<file path="src/logic/pit_pkg.sv">
// Operation
// System clock is oscillator divided by two
// Prescaler is 12-bit counter on oscillator clock
// Each prescaler bit drives a divided peripheral tap
// Control bit 4 gates peripheral clock, resets 1
// Reset release enters main-clock operating mode
// STOP halts everything, keeps all state intact
// Free-running 8-bit interval counter, halted only in STOP
// Interval counter wrap FF to 00 sets flag
// Control bit 3 clears counter, self-clears later
// Three-bit select picks tap, 2us to 256us; code gives 32ns to 4096ns at its 4ns OSC_PERIOD_PS
// Any reset forces select field to ones
// Interval counter times oscillator stabilisation
// Count address reads counter, writes control
// Interval counter clocks the watchdog timer
// Count on selected tap rising edge, synchronously
package pit_pkg;

	// ****************************************************************
	// register map
	// ****************************************************************
	localparam logic [7:0] ADDR_COUNT      = 8'h00;
	localparam logic [7:0] ADDR_CTRL       = 8'h04;
	localparam logic [7:0] ADDR_IRQ_STATUS = 8'h08;
	localparam logic [7:0] ADDR_IRQ_MASK   = 8'h0C;
	localparam logic [7:0] ADDR_MODE       = 8'h10;

	// ****************************************************************
	// field layout and reset values
	// ****************************************************************
	localparam int         CTRL_PERIPH_EN_BIT = 4;
	localparam int         CTRL_CLEAR_BIT     = 3;
	localparam int         CTRL_SEL_LSB       = 0;
	localparam logic       PERIPH_EN_RESET    = 1'b1;
	localparam logic       CLEAR_RESET        = 1'b0;
	localparam logic [2:0] SEL_RESET          = 3'h7;
	localparam int         IRQ_OVERFLOW_BIT   = 0;
	localparam int         IRQ_STAB_DONE_BIT  = 1;
	localparam int         MODE_STAB_BIT      = 0;
	localparam int         MODE_STOP_BIT      = 1;
	localparam int         MODE_ENTER_STOP    = 0;
	localparam logic [1:0] IRQ_MASK_RESET     = 2'h0;

	// ****************************************************************
	// widths and timing
	// ****************************************************************
	localparam int         PRESCALE_W         = 12;
	localparam int         COUNT_W            = 8;
	localparam int         TAP_BASE           = 2;
	localparam int         OSC_PERIOD_PS      = 4000;
	localparam int         MACHINE_CYCLE_PS   = 8000;
	localparam int         MACHINE_CYCLE_CLKS = (MACHINE_CYCLE_PS + OSC_PERIOD_PS - 1) / OSC_PERIOD_PS;
	localparam logic [1:0] CLEAR_LAST         = 2'(MACHINE_CYCLE_CLKS - 1);

	typedef enum logic [1:0] {
		PIT_STAB,
		PIT_RUN,
		PIT_STOP
	} pit_mode_e;

	typedef struct packed {
		logic       periph_en;
		logic       clear;
		logic [2:0] sel;
	} pit_ctrl_s;

	// prescaler bit that drives the interval counter for a select code
	function automatic logic tap_bit(input logic [PRESCALE_W-1:0] cnt, input logic [2:0] sel);
		tap_bit = cnt[TAP_BASE + int'(sel)];
	endfunction

endpackage

</file>
<file path="src/logic/pit_timer.sv">
// Our own choices: register access over APB and the placing of the registers.
`timescale 1ns/100ps
`default_nettype none
module pit_timer
	import pit_pkg::*;
#(
	parameter logic [COUNT_W-1:0] STAB_START = 8'h00
)(
	input  wire logic                  pclk,
	input  wire logic                  presetn,
	input  wire logic                  psel,
	input  wire logic                  penable,
	input  wire logic                  pwrite,
	input  wire logic [7:0]            paddr,
	input  wire logic [31:0]           pwdata,
	output logic      [31:0]           prdata,
	output logic                       pready,
	output logic                       pslverr,
	input  wire logic                  wake_event,
	output logic                       system_clock,
	output logic      [PRESCALE_W-1:0] peripheral_taps,
	output logic                       watchdog_tick,
	output logic                       osc_enable,
	output logic                       core_run,
	output logic                       irq
);

	// ****************************************************************
	// state
	// ****************************************************************
	pit_mode_e             mode;
	pit_mode_e             next_mode;
	pit_ctrl_s             ctrl;
	pit_ctrl_s             next_ctrl;
	logic [1:0]            clear_cnt;
	logic [1:0]            next_clear_cnt;
	logic [COUNT_W-1:0]    count;
	logic [COUNT_W-1:0]    next_count;
	logic [1:0]            irq_status;
	logic [1:0]            next_irq_status;
	logic [1:0]            irq_mask;
	logic [1:0]            next_irq_mask;
	logic [PRESCALE_W-1:0] pre_cnt;
	logic                  tap_edge;
	logic                  overflow;
	logic                  access;
	logic                  wr;
	logic                  wr_count;
	logic                  wr_mode;
	logic [31:0]           next_prdata;
	logic                  next_pslverr;
	logic                  mapped;

	pit_prescaler u_prescaler (
		.pclk     (pclk),
		.presetn  (presetn),
		.run      (mode != PIT_STOP),
		.sel      (ctrl.sel),
		.cnt      (pre_cnt),
		.tap_edge (tap_edge)
	);

	// ****************************************************************
	// bus decode
	// ****************************************************************
	assign access   = psel & penable & ~pready;
	assign wr       = psel & penable & pready & pwrite;
	assign wr_count = wr & (paddr == ADDR_COUNT);
	assign wr_mode  = wr & (paddr == ADDR_MODE) & pwdata[MODE_ENTER_STOP];
	assign overflow = tap_edge & (count == 8'hFF) & ~ctrl.clear & (mode != PIT_STOP);

	always_comb begin
		mapped       = 1'b1;
		next_prdata  = '0;
		case (paddr)
			ADDR_COUNT: begin
				next_prdata[COUNT_W-1:0] = count;
			end
			ADDR_CTRL: begin
				next_prdata[CTRL_PERIPH_EN_BIT]      = ctrl.periph_en;
				next_prdata[CTRL_CLEAR_BIT]          = ctrl.clear;
				next_prdata[CTRL_SEL_LSB +: 3]       = ctrl.sel;
			end
			ADDR_IRQ_STATUS: begin
				next_prdata[1:0] = irq_status;
			end
			ADDR_IRQ_MASK: begin
				next_prdata[1:0] = irq_mask;
			end
			ADDR_MODE: begin
				next_prdata[MODE_STAB_BIT] = (mode == PIT_STAB);
				next_prdata[MODE_STOP_BIT] = (mode == PIT_STOP);
			end
			default: begin
				mapped = 1'b0;
			end
		endcase
		if (!access || pwrite) begin
			next_prdata = prdata;
		end
		next_pslverr = access & ~mapped;
	end

	always_ff @(posedge pclk or negedge presetn) begin
		if (!presetn) begin
			pready  <= 1'b0;
			prdata  <= '0;
			pslverr <= 1'b0;
		end else begin
			pready  <= access;
			prdata  <= next_prdata;
			pslverr <= next_pslverr;
		end
	end

	// ****************************************************************
	// operating mode
	// ****************************************************************
	always_comb begin
		next_mode = mode;
		case (mode)
			PIT_STAB: begin
				if (overflow) begin
					next_mode = PIT_RUN;
				end
			end
			PIT_RUN: begin
				if (wr_mode) begin
					next_mode = PIT_STOP;
				end
			end
			PIT_STOP: begin
				if (wake_event) begin
					next_mode = PIT_STAB;
				end
			end
			default: begin
				next_mode = PIT_STAB;
			end
		endcase
	end

	always_ff @(posedge pclk or negedge presetn) begin
		if (!presetn) begin
			mode         <= PIT_STAB;
			system_clock <= 1'b0;
			osc_enable   <= 1'b1;
			core_run     <= 1'b0;
		end else begin
			mode         <= next_mode;
			system_clock <= (mode != PIT_STOP) ? ~system_clock : system_clock;
			osc_enable   <= (next_mode != PIT_STOP);
			core_run     <= (next_mode == PIT_RUN);
		end
	end

	// ****************************************************************
	// control register and interval counter
	// ****************************************************************
	always_comb begin
		next_ctrl      = ctrl;
		next_clear_cnt = clear_cnt;
		if (ctrl.clear && mode != PIT_STOP) begin
			if (clear_cnt == CLEAR_LAST) begin
				next_ctrl.clear = 1'b0;
			end else begin
				next_clear_cnt = clear_cnt + 2'h1;
			end
		end
		if (wr_count) begin
			next_ctrl.periph_en = pwdata[CTRL_PERIPH_EN_BIT];
			next_ctrl.sel       = pwdata[CTRL_SEL_LSB +: 3];
			if (pwdata[CTRL_CLEAR_BIT]) begin
				next_ctrl.clear = 1'b1;
				next_clear_cnt  = 2'h0;
			end
		end
	end

	always_comb begin
		next_count = count;
		if (mode == PIT_STOP) begin
			if (wake_event) begin
				next_count = STAB_START;
			end
		end else if (ctrl.clear) begin
			next_count = '0;
		end else if (tap_edge) begin
			next_count = count + 8'h01;
		end
	end

	always_ff @(posedge pclk or negedge presetn) begin
		if (!presetn) begin
			ctrl.periph_en <= PERIPH_EN_RESET;
			ctrl.clear     <= CLEAR_RESET;
			ctrl.sel       <= SEL_RESET;
			clear_cnt      <= 2'h0;
			count          <= STAB_START;
		end else begin
			ctrl      <= next_ctrl;
			clear_cnt <= next_clear_cnt;
			count     <= next_count;
		end
	end

	// ****************************************************************
	// peripheral clocks, watchdog, interrupts
	// ****************************************************************
	always_comb begin
		next_irq_status = irq_status;
		next_irq_mask   = irq_mask;
		if (wr && paddr == ADDR_IRQ_STATUS) begin
			next_irq_status = irq_status & ~pwdata[1:0];
		end
		if (wr && paddr == ADDR_IRQ_MASK) begin
			next_irq_mask = pwdata[1:0];
		end
		next_irq_status[IRQ_OVERFLOW_BIT]  = next_irq_status[IRQ_OVERFLOW_BIT] | overflow;
		next_irq_status[IRQ_STAB_DONE_BIT] = next_irq_status[IRQ_STAB_DONE_BIT] | (overflow && mode == PIT_STAB);
	end

	always_ff @(posedge pclk or negedge presetn) begin
		if (!presetn) begin
			irq_status      <= 2'h0;
			irq_mask        <= IRQ_MASK_RESET;
			irq             <= 1'b0;
			watchdog_tick   <= 1'b0;
			peripheral_taps <= '0;
		end else begin
			irq_status      <= next_irq_status;
			irq_mask        <= next_irq_mask;
			irq             <= |(next_irq_status & next_irq_mask);
			watchdog_tick   <= overflow;
			peripheral_taps <= ctrl.periph_en ? pre_cnt : peripheral_taps;
		end
	end

	// ****************************************************************
	// checks
	// ****************************************************************
	logic ctrl_written;

	always_ff @(posedge pclk or negedge presetn) begin
		if (!presetn) begin
			ctrl_written <= 1'b0;
		end else begin
			ctrl_written <= ctrl_written | wr_count;
		end
	end
endmodule // pit_timer
`default_nettype wire

</file>
<file path="src/logic/pit_prescaler.sv">
`timescale 1ns/100ps
`default_nettype none
module pit_prescaler
	import pit_pkg::*;
(
	input  wire logic                  pclk,
	input  wire logic                  presetn,
	input  wire logic                  run,
	input  wire logic [2:0]            sel,
	output logic      [PRESCALE_W-1:0] cnt,
	output logic                       tap_edge
);

	// ****************************************************************
	// divider chain
	// ****************************************************************
	logic [PRESCALE_W-1:0] next_cnt;
	logic                  next_tap_edge;

	always_comb begin
		next_cnt      = cnt;
		next_tap_edge = 1'b0;
		if (run) begin
			next_cnt      = cnt + 12'h001;
			next_tap_edge = tap_bit(next_cnt, sel) & ~tap_bit(cnt, sel);
		end
	end

	always_ff @(posedge pclk or negedge presetn) begin
		if (!presetn) begin
			cnt      <= '0;
			tap_edge <= 1'b0;
		end else begin
			cnt      <= next_cnt;
			tap_edge <= next_tap_edge;
		end
	end
endmodule // pit_prescaler
`default_nettype wire

</file>
<file path="config.mk">
export PLATFORM = sky130hd
export DESIGN_NAME = pit_timer
export DESIGN_NICKNAME = d
export VERILOG_FILES = /design/src/logic/pit_pkg.sv /design/src/logic/pit_timer.sv /design/src/logic/pit_prescaler.sv
export SDC_FILE = /design/constraint.sdc
export NUM_CORES = 1
export LEC_CHECK = 0
export BUFFER_PORTS_ARGS = -buffer_cell sky130_fd_sc_hd__buf_2
export CAP_MARGIN = 20
export CORE_MARGIN = 8
export CORE_UTILIZATION = 55
export CTS_CLUSTER_SIZE = 28
export DETAILED_ROUTE_END_ITERATION = 7
export GPL_ROUTABILITY_DRIVEN = 0
export PLACE_DENSITY = 0.94
export REMOVE_ABC_BUFFERS = 1
export SLEW_MARGIN = 20
export SYNTH_ARGS = -nofsm -noshare
export SYNTH_HDL_FRONTEND = slang
export SYNTH_SLANG_ARGS = --single-unit
</file>
<file path="constraint.sdc">
create_clock -name pclk -period 5.5 [get_ports pclk]
set_input_delay 0.275 -clock pclk [delete_from_list [all_inputs] [get_ports pclk]]
set_output_delay 0.275 -clock pclk [all_outputs]
set_load 0.02 [all_outputs]
</file>
# [After elaboration in Yosys (flattened, before gate mapping)]
# Cells that the tools add are included.
[totals] out_inout_bits=51 rom_bits=0 ram_bits=0 in_bits=46 latch_bits=0 elab_cells=99 regBits=61 n_memories=0
[classes] reduce_logical=12 bitwise_logic=22 n_div=0 mul=0 eq_ne=12 mux=29 magnitude_cmp=1 add_sub_neg=4 shifts=0
[ops] cell="32-bit by 6-bit < comparator with 1-bit output (second input constant)" n=1
[ops] cell="8-bit two-way mux" n=4
[ops] cell="2-bit two-way mux" n=9
[ops] cell="8-bit by 4-bit == test with 1-bit output (second input constant)" n=2
[ops] cell="12-bit by 1-bit adder with 12-bit output (second input constant)" n=1
[ops] cell="1-bit AND" n=12
[ops] cell="2-bit one-hot mux with 5 select lines" n=1
[ops] cell="1-bit two-way mux" n=9
[ops] cell="8-bit by 1-bit adder with 8-bit output (second input constant)" n=1
[ops] cell="1-bit binary-select mux with 4-bit select" n=2
[ops] cell="8-bit by 3-bit == test with 1-bit output (second input constant)" n=1
[ops] cell="8-bit by 5-bit == test with 1-bit output (second input constant)" n=1
[ops] cell="8-bit == test (second input constant)" n=1
[ops] cell="8-bit logical NOT" n=1
[ops] cell="2-bit by 1-bit == test with 1-bit output (second input constant)" n=3
[ops] cell="2-bit inequality test (second input constant)" n=3
[ops] cell="2-bit one-hot mux with 3 select lines" n=1
[ops] cell="3-bit one-hot mux with 2 select lines" n=1
[ops] cell="1-bit inverter" n=5
[ops] cell="5-bit OR reduction" n=1
[ops] cell="2-bit by 3-bit adder with 4-bit output (first input constant)" n=1
[ops] cell="2-bit AND" n=2
[ops] cell="1-bit logical AND" n=4
[ops] cell="4-bit two-way mux" n=1
[ops] cell="11 further kinds" n=12

# [Depth between registers and ports, before layout]
# Gate-level depths: netlist (run 1).
[depth] depth_word=8 ltp_mapped=7 mapped_depth_nobuf=6

# [By module]
# From an unflattened synthesis (run 1), not the netlist that was laid out.
[unflattened] cells_unflattened=295 hier_area_um2=3260.6
[modules_own_cells] mod="pit_timer" n_inst=1 seq_area_each_um2=1207.4 cells_per_inst=201 area_each_um2=2372.3
[modules_own_cells] mod="pit_prescaler" n_inst=1 seq_area_each_um2=325.3 cells_per_inst=94 area_each_um2=888.4

# [Worst setup path before layout (run 1)]
# No wires, ideal clock.
[synth_timing] path_kind="input port to flip-flop" from="in paddr[1]" to="reg, netlist name ctrl[0]" setup_ns=0.082 n_path_buf=0 cell_stages=5 required_time_ns=5.418 t_arrival_ns=1.847 path_slack_ns=3.571 cell_sequence="or4_4 > or3_4 > nor3_4 > nand2_4 > mux2_4"
[synth_via] elab_chain_len=2
[synth_rtl] element="start: declaration" line_no="pit_timer.sv:14" source="input wire logic [7:0] paddr,"
[synth_rtl] element="8-bit logical NOT" line_no="pit_timer.sv:68" source="assign wr_count = wr & (paddr == ADDR_COUNT);"
[synth_rtl] element="1-bit AND" line_no="pit_timer.sv:68"
# Every way passes these cells.
# A chain may end at the register's enable or synchronous reset.

# [Worst setup path after layout (run 1)]
[layout_timing] from="reg mode[0]" to="reg count[5]"
[layout_via] elab_chain_len=3 elab_cells_between_ends=5 classes_between="eq/ne: 2; mux: 1; reduce/logical: 2"
[layout_rtl] element="start: declaration" line_no="pit_timer.sv:31" source="pit_mode_e mode;"
[layout_rtl] element="start signal: assignment" line_no="pit_timer.sv:150" source="mode <= next_mode;"
[layout_rtl] element="2-bit == test (*)" line_no="pit_timer.sv:182" source="if (mode == PIT_STOP) begin"
[layout_rtl] element="2-bit inequality test (no line) or 3-bit nonzero test (tied branches)"
[layout_rtl] element="2-bit AND reduction (no line)"
[layout_rtl] element="end signal: assignment" line_no="pit_timer.sv:203" source="count <= next_count;"
[layout_rtl] element="end: declaration" line_no="pit_timer.sv:37" source="logic [COUNT_W-1:0] count;"
# Mark *: on every way between the ends. The rest lies on a longest branch, timed or not.

==> impl_metrics.ini, run 1 <==
[logic_synthesis]
synth.avg_cell_area_um2 = 10.5
synth_edf_count = 0
async_reset_ff_share_pct = 100
syn_inst = 301
synth-seq-area-share_pct = 48.4
synth_ff_type = dfrtp_1
yosys_warnings = 0
synthTopCellsByArea = dfrtp_1 (44%), mux2_2 (6.0%), buf_4 (5.7%), dfstp_2 (4.2%), nor2_1 (3.1%)
ys_ff_latch = 61
netlist_area_mm2 = 0.00316
ys_types = 55
yosysTopAreaCell = dfrtp_1
netlist.area_leader.share_pct = 44.3

[cells_and_area]
fillers = 420
multi_input_area_mm2 = 0.00144
layout_commonest_cell = dfrtp_1
utilization_pct = 63.5
stdcell_area_mm2 = 0.00352
seqCellArea_mm2 = 0.00153
synthToLayoutAreaGrowth_pct = 11.2
antenna_cells = 0
final_cell_mix = dfrtp_1 (56), buf_2 (45), nor2_1 (26)
layout-drive-gt1-share_pct = 26.6
nets = 393
layout.cells.non_filler = 421

[placed_design]
dpl.hpwl_um = 4970
placedCellCount = 405
pre_cts_slack_ns = 3.31
dpl_cell_area_mm2 = 0.00335
numPortBuffers = 45

[drt]
vias = 2450
wirelength_um = 7040
drt_iter0_drc = 239
route.detailed.drc = 0
ant_nets = 0
first_pass_iters = 5
wl_per_cell_um = 16.7
vias_per_cell = 5.82

[pwr]
leakagePower_nw = 1.70
p_int_mw = 0.685
p_comb_share_pct = 9.9
seqPwrFrac_pct = 52.5
clock_power_share_pct = 37.7
swShare_pct = 25.8
cellPowerDensity_mw_per_mm2 = 262
power_mw = 0.923
switchingPower_mw = 0.238
vdd_drop_max_v = 0.000153

[critical_path]
crit_slowest_cell = dfrtp_1
path_max_fanout = 11
cp.required_ns = 5.75
critPathLaunchType = register
worstSetupEndpointType = register
slowest_delay_ns = 0.46
critPathKind = reg -> reg
path_delay_family = simple AND/OR/NAND/NOR gates
crit_arrival_ns = 2.38
cp.buffers_inverters = 0
cp_cell_sequence = nand2b_1, a31oi_1, nand4_1, or3_1, a21oi_1

[cts]
cts-root-buf = clkbuf_8
clock-sinks = 61
clk_path_buf_depth = 2
ctsHoldBuffers = 0
clkTransAtPathRegs_ns = 0.06
postCtsSetupBuffers = 0
insertion_delay_ns = 0.33
numCtsBuffers = 9
h-tree-depth = 3
cts_resized = 0
cts_tree = done

[floorplanning]
start_util_pct = 57.1
fp.dieH_um = 91.9
die-area_mm2 = 0.00844
rows = 27
die-width_um = 91.9
io-pin-count = 97
core_mm2 = 0.00554

[timing]
final.period_utilization_pct = 38.8
slew_violations = 0
fmax_mhz = 468
finalWorstSetupSlack_ns = 3.37
hold_viol_final = 0
fin_hold_ws_ns = 0.0819
setup-tns-final_ns = 0
slew_headroom_pct = 50.2
finalClockSkew_ns = 0.00504
grt_setup_unrepaired = false
tightest_slew_ns = 0.747
finalSetupViolations = 0
period_needed_ns = 2.13

[grt]
grt_use_total_pct = 17.1
grt_pass1_vias = 2435
grt_max_degree = 62
grt_first_pass_wirelength_um = 11700
antenna_found_initial = 0
grt.overflow.total = 0

[flow_run]
maxCapViolations = 0

[hold_path]
hold_class = in -> async

[status]
outcome = finished clean
[path summary, 6_finish.rpt]
check                      slack, ns  depth (start not counted)                        endpoint                     start
min                             0.08                          2         watchdog_tick$_DFF_PN0_                   presetn
min in group pclk               0.18                          2             ctrl[4]$_DFFE_PN1P_                 pwdata[4]
max reg2reg                     3.37                          5            count[5]$_DFFE_PN0P_         mode[0]$_DFF_PN0_
min reg2reg                     0.49                          1        system_clock$_DFFE_PN0P_  system_clock$_DFFE_PN0P_
max in group asynchronous       4.91                          2  u_prescaler.tap_edge$_DFF_PN0_                   presetn
max                             3.37                          5            count[5]$_DFFE_PN0P_         mode[0]$_DFF_PN0_
[logic make-up (layout without fill, tap and decap cells)]
| logic type | after synthesis | in the layout | share of synthesized area (%) |
|---|---|---|---|
| adders and majority gates | 3 | 3 | 1.19 |
| and+or+nand+nor | 96 | 96 | 16.4 |
| buffers and inverters | 49 | 74 | 8.70 |
| other | 1 | 24 | 0.119 |
| DFF | 61 | 61 | 48.4 |
| AOI/OAI and AO/OA | 49 | 49 | 11.0 |
| xor gates and xnor gates | 18 | 18 | 4.98 |
| muxes | 24 | 24 | 9.13 |
[worst reg2reg max path, delay by kind of cell (launching register included)]
kind | cells | cell delay, ns
flops | 1 | 0.46
simple gates | 3 | 0.99
compound gates | 2 | 0.62
[Yosys cell counts, drive strengths merged, types with 8 or more instances]
master  number
inv         11
nor2        26
buf         25
a21oi        9
xor2         8
nand3       15
nand4        9
nand2       19
mux2        20
dfrtp       56
o21ai       10
xnor2       10
clkbuf      13
[power by group through the flow]
| stage | clock [mW] | combinational, mW | sequential, mW |
|---|---|---|---|
| after global placement | 0 | 0.0886 | 0.491 |
| after global routing | 0.375 | 0.100 | 0.487 |
| after CTS | 0.356 | 0.0911 | 0.484 |
| after detailed placement | 0 | 0.0910 | 0.492 |
| after floorplan | 0 | 0.0433 | 0.501 |
| final | 0.348 | 0.0911 | 0.484 |
[flip-flops by register name, summed over array words and instances, names as in the netlist]
| signal | cells |
|---|---|
| prdata | 8 |
| system_clock | 1 |
| u_prescaler.cnt | 12 |
| osc_enable | 1 |
| irq_mask | 2 |
| u_prescaler.tap_edge | 1 |
| pslverr | 1 |
| irq | 1 |
| core_run | 1 |
| pready | 1 |
| ctrl | 5 |
| irq_status | 2 |
| mode | 2 |
| watchdog_tick | 1 |
| clear_cnt | 2 |
| count | 8 |
| peripheral_taps | 12 |
[per-layer routing]
layer	part of all wire (%)	up-vias	wire, µm	track usage (%)
met3	7.3	23	516	3.50
met2	50	122	3530	27.8
met4	3.3	0	233	11.9
met5	0	-	0	0
li1	-	1121	-	-
met1	39	1184	2760	19.8
[final cells by class]
type,instances,share of cell area [%]
Clock inverter,2,0.284
Timing Repair Buffer,47,6.83
Clock buffer,14,4.62
Multi-Input combinational cell,214,41.0
Inverter,11,1.17
Tap cell,72,2.56
Sequential cell,61,43.5
No activity file was read; power rests on OpenSTA's default activity.
==> inputs of run 2 (changes only) <==
Settings changed: CORE_UTILIZATION 55 to 51, PLACE_DENSITY 0.94 to 0.88.
Clock period 5.5 ns to 2.15 ns, I/O delays scaled along.
==> run 2 against run 1 <==
Against the previous run: final cell count rose by 3.8%; sequential share of layout area fell by 1.2 points; clock skew rose by 0.0017 ns; die area rose by 6.5%; sequential power rose to 2.6 times the previous value; sequential cell count did not move; first-iteration DRC count fell by 14%; hold slack got worse by 0.066 ns; via count rose by 1.1%; cell area rose by 2.8%.
==> impl_metrics.ini, run 2 (synthesis results as in run 1) <==
[timing]
hold_viol_final = 0
setup-tns-final_ns = 0
fmax_mhz = 513
grt_setup_unrepaired = false
finalClockSkew_ns = 0.00675
finalSetupViolations = 0
period_needed_ns = 1.95
slew_violations = 0
final.period_utilization_pct = 90.7

[cells_and_area]
layout_commonest_cell = dfrtp_1
synthToLayoutAreaGrowth_pct = 14.4
layout-drive-gt1-share_pct = 28.7
final_cell_mix = dfrtp_1 (56), buf_2 (45), nor2_1 (26)
fillers = 490
nets = 406
antenna_cells = 0
reg.largest.list = peripheral_taps x12, u_prescaler.cnt x12

[drt]
route.detailed.drc = 0
wirelength_um = 6950
m1WireLength_um = 2670
top_layer_used = met4
vias_per_cell = 5.67
wl_met2_um = 3590
dr_wl_met3_um = 552
drt_iter0_drc = 205
wl_per_cell_um = 15.9
first_pass_iters = 6
ant_nets = 0
vias = 2477

[placed_design]
dpl.hpwl_um = 5200
numPortBuffers = 45

[status]
outcome = finished clean

[grt]
grt.overflow.total = 0
grt_max_degree = 24
grt_first_pass_wirelength_um = 11700
grt_pass1_vias = 2482
antenna_found_initial = 0
grt_use_total_pct = 16.5

[floorplanning]
core_mm2 = 0.00596
fp.dieH_um = 94.8
io-pin-count = 97
start_util_pct = 53.1
die-width_um = 94.8
die-area_mm2 = 0.00898
rows = 28

[cts]
cts-root-buf = clkbuf_8
clkTransAtPathRegs_ns = 0.07
cts_tree = done
insertion_delay_ns = 0.33
numCtsBuffers = 9
clock-sinks = 61
h-tree-depth = 3
clk_path_buf_depth = 2

[pwr]
power_mw = 2.33
cellPowerDensity_mw_per_mm2 = 643
vdd_drop_max_v = 0.000324
leakagePower_nw = 1.76

[critical_path]
worstSetupEndpointType = register
critPathKind = reg -> reg
critPathLaunchType = register
crit_arrival_ns = 2.19
r2r_start = u_prescaler.cnt[1]$_DFFE_PN0P_
cp.required_ns = 2.39
path_max_fanout = 5
setup.worst_path.start = u_prescaler.cnt[1]$_DFFE_PN0P_

[flow_run]
maxCapViolations = 0

[hold_path]
hold_class = in -> reg
hold_start = pwdata[4]
## run 2: cell types whose count changed in the layout (fill, tap and decap cells not counted), sizes merged
cell,delta
buf,+11
dlygate4sd3,+2
## run 2: worst max-delay path: stages (launching register included)
cell,delay [ns]
dfrtp_1,0.41
ha_2,0.25
nand2_1,0.11
or4_1,0.53
a311oi_1,0.26
a311oi_1,0.08
nor3_1,0.22
## run 2: routing by layer
metal  vias to the layer above  GRT usage, %
met4                         0          9.75
met3                        14          4.05
met2                        92          27.0
li1                       1140             -
met5                         -             0
met1                      1231          19.2
## run 2: report_power, final
group	switching, mW	internal [mW]	leakage, nW
registers	0.0447	1.19	0.782
clock network	0.402	0.448	0.0844
logic	0.156	0.0830	0.893
total	0.603	1.73	1.76
## run 2: area by class of cell
| type | instances | area, µm² | area share [%] |
|---|---|---|---|
| Clock buffer | 14 | 153 | 4.22 |
| Timing Repair Buffer | 60 | 343 | 9.47 |
| Tap cell | 75 | 93.8 | 2.59 |
| Sequential cell | 61 | 1530 | 42.4 |
| Clock inverter | 2 | 10.0 | 0.277 |
| Inverter | 11 | 41.3 | 1.14 |
| Multi-Input combinational cell | 214 | 1450 | 39.9 |
## run 2: stage by stage
step	instances	setup slack, ns	area, µm²	hold slack [ns]	utilization, %
finish	437	0.201	3620	0.0158	60.8
global placement	419	0.211	3430	0.101	57.6
detailed placement	419	0.214	3430	0.0968	57.6
global route	437	0.0360	3620	0.00468	60.8
floorplan	286	0.314	3020	-0.188	-
CTS	437	0.199	3620	0.00499	60.7
## run 2: final timing paths
path / end / slack, ns / cells after the start
min reg2reg: system_clock$_DFFE_PN0P_ / 0.48 / 1
max in group asynchronous: ctrl[2]$_DFFE_PN1P_ / 1.19 / 3
min in group asynchronous: count[1]$_DFFE_PN0P_ / 0.27 / 2
max reg2reg: u_prescaler.tap_edge$_DFF_PN0_ / 0.20 / 6
max: u_prescaler.tap_edge$_DFF_PN0_ / 0.20 / 6
min: ctrl[4]$_DFFE_PN1P_ / 0.02 / 2
## run 2: repair_timing
| item | 4_1_cts | 5_1_grt |
|---|---|---|
| setup endpoints to repair | 0 | 1 |
| hold buffers | 2 | 0 |
| hold endpoints to repair | 19 | 0 |
| setup buffers | 0 | 0 |
| gates resized for setup | 0 | 2 |
==> inputs of run 3 (changes only) <==
--- a/config.mk
+++ b/config.mk
@@ -8,5 +8,5 @@
 export BUFFER_PORTS_ARGS = -buffer_cell sky130_fd_sc_hd__buf_2
 export CAP_MARGIN = 20
-export CORE_MARGIN = 8
+export CORE_MARGIN = 2
 export CORE_UTILIZATION = 51
 export CTS_CLUSTER_SIZE = 28
==> constraint.sdc (replaced) <==
create_clock -name pclk -period 2.15 [get_ports pclk]
set_input_delay 0.1075 -clock pclk [delete_from_list [all_inputs] [get_ports pclk]]
set_output_delay 0.1075 -clock pclk [all_outputs]
set_load 0.05 [all_outputs]
==> run 3 against run 2 <==
Against the previous run: power grew 20%; maximum frequency shrank 4.6%; die area shrank 24%; hold slack gained 0.025 ns; sequential power is essentially flat; setup slack lost 0.094 ns; first-iteration DRC count grew 23%; critical path type unchanged; largest cell class unchanged; highest routed layer unchanged.
==> impl_metrics.ini, run 3 (synthesis results as in run 1) <==
[cells_and_area]
layout_commonest_cell = dfrtp_1
layout-drive-gt1-share_pct = 29.3
layout.cells.non_filler = 437
synthToLayoutAreaGrowth_pct = 16.9
final_cell_mix = dfrtp_1 (56), buf_2 (45), nor2_1 (26)
utilization_pct = 62.1
fillers = 475
reg.largest.list = peripheral_taps x12, u_prescaler.cnt x12
nets = 406
antenna_cells = 0

[cts]
h-tree-depth = 3
clk_path_buf_depth = 2
clock-sinks = 61
clkTransAtPathRegs_ns = 0.06
cts_tree = done
numCtsBuffers = 9
postCtsSetupBuffers = 0
cts-root-buf = clkbuf_8
cts_resized = 0
insertion_delay_ns = 0.34
ctsHoldBuffers = 3

[floorplanning]
fp.dieH_um = 82.8
io-pin-count = 97
start_util_pct = 53.1
rows = 28
die-area_mm2 = 0.00685
core_mm2 = 0.00596
die-width_um = 82.8

[critical_path]
critPathKind = reg -> reg
critPathLaunchType = register
crit_arrival_ns = 2.29
ff2ff_setup_slack_ns = 0.11
worstSetupEndpointType = register
path_max_fanout = 6
cp.required_ns = 2.40

[timing]
fin_hold_ws_ns = 0.0411
final.period_utilization_pct = 95.1
period_needed_ns = 2.04
setup-tns-final_ns = 0
slew_headroom_pct = 63.5
finalSetupViolations = 0
finalClockSkew_ns = 0.00761
hold_viol_final = 0
grt_setup_unrepaired = false
tightest_slew_ns = 0.547
slew_violations = 0
fmax_mhz = 489

[flow_run]
maxCapViolations = 0

[grt]
use_met3_pct = 5.84
grt_use_total_pct = 21.7
grt_util_met1_pct = 28.3
antenna_found_initial = 0
grt.overflow.total = 0
grt_pass1_vias = 2309
grtUsageMet2_pct = 34.4
grt_first_pass_wirelength_um = 11000
grt_max_degree = 26
grt.busiest_layer = met2

[hold_path]
hold_class = in -> reg

[drt]
wirelength_um = 6720
vias = 2501
wl_per_cell_um = 15.4
route.detailed.drc = 0
ant_nets = 0
first_pass_iters = 5
drt_iter0_drc = 252
vias_per_cell = 5.72

[pwr]
vdd_drop_max_v = 0.000434
leakagePower_nw = 1.80
power_mw = 2.80
cellPowerDensity_mw_per_mm2 = 757

[placed_design]
placedCellCount = 418
numPortBuffers = 45
dpl.hpwl_um = 4740

[status]
outcome = finished clean
run 3: path summary, 6_finish.rpt:
check | start | end | depth (start not counted)
worst max-delay path | u_prescaler.cnt[0]$_DFFE_PN0P_ | u_prescaler.tap_edge$_DFF_PN0_ | 6
worst min-delay path | pwdata[1] | irq_mask[1]$_DFF_PN0_ | 2
worst min register to register | system_clock$_DFFE_PN0P_ | system_clock$_DFFE_PN0P_ | 1
max in group asynchronous | presetn | ctrl[1]$_DFFE_PN1P_ | 3
min in group asynchronous | presetn | pslverr$_DFF_PN0_ | 2
worst max register to register | u_prescaler.cnt[0]$_DFFE_PN0P_ | u_prescaler.tap_edge$_DFF_PN0_ | 6
run 3: stage by stage:
| stage | worst slack [ns] | instance area [µm²] |
|---|---|---|
| final | 0.106 | 3700 |
| after global routing | 0.0171 | 3700 |
| after CTS | 0.191 | 3700 |
| after detailed placement | 0.205 | 3430 |
| after global placement | 0.234 | 3430 |
| after floorplan | 0.314 | 3020 |
run 3: critical path: stages (launching register included):
cell and delay, ns:
dfrtp_1 0.45, ha_1 0.20, nand2_1 0.10, or4_1 0.52
a311oi_1 0.33, a311oi_1 0.10, nor3_1 0.24
run 3: area by class of cell:
type | instances | area [µm²] | area share (%)
Sequential cell | 61 | 1530 | 41.4
Multi-Input combinational cell | 214 | 1440 | 39.0
Timing Repair Buffer | 60 | 345 | 9.33
Clock buffer | 13 | 179 | 4.84
Tap cell | 75 | 93.8 | 2.54
Clock inverter | 3 | 65.1 | 1.76
Inverter | 11 | 41.3 | 1.12
run 3: layer usage:
layer	up-vias	part of all wire (%)
met3	21	7.3
met2	144	50
met4	0	2.4
li1	1138	-
met5	-	0
met1	1198	41
run 3: power by group:
group          switching, mW  leakage [nW]  internal [mW]
Combinational          0.268         0.894         0.0841
Sequential            0.0442         0.782           1.19
Clock                  0.432         0.126          0.777
Total                  0.744          1.80           2.06
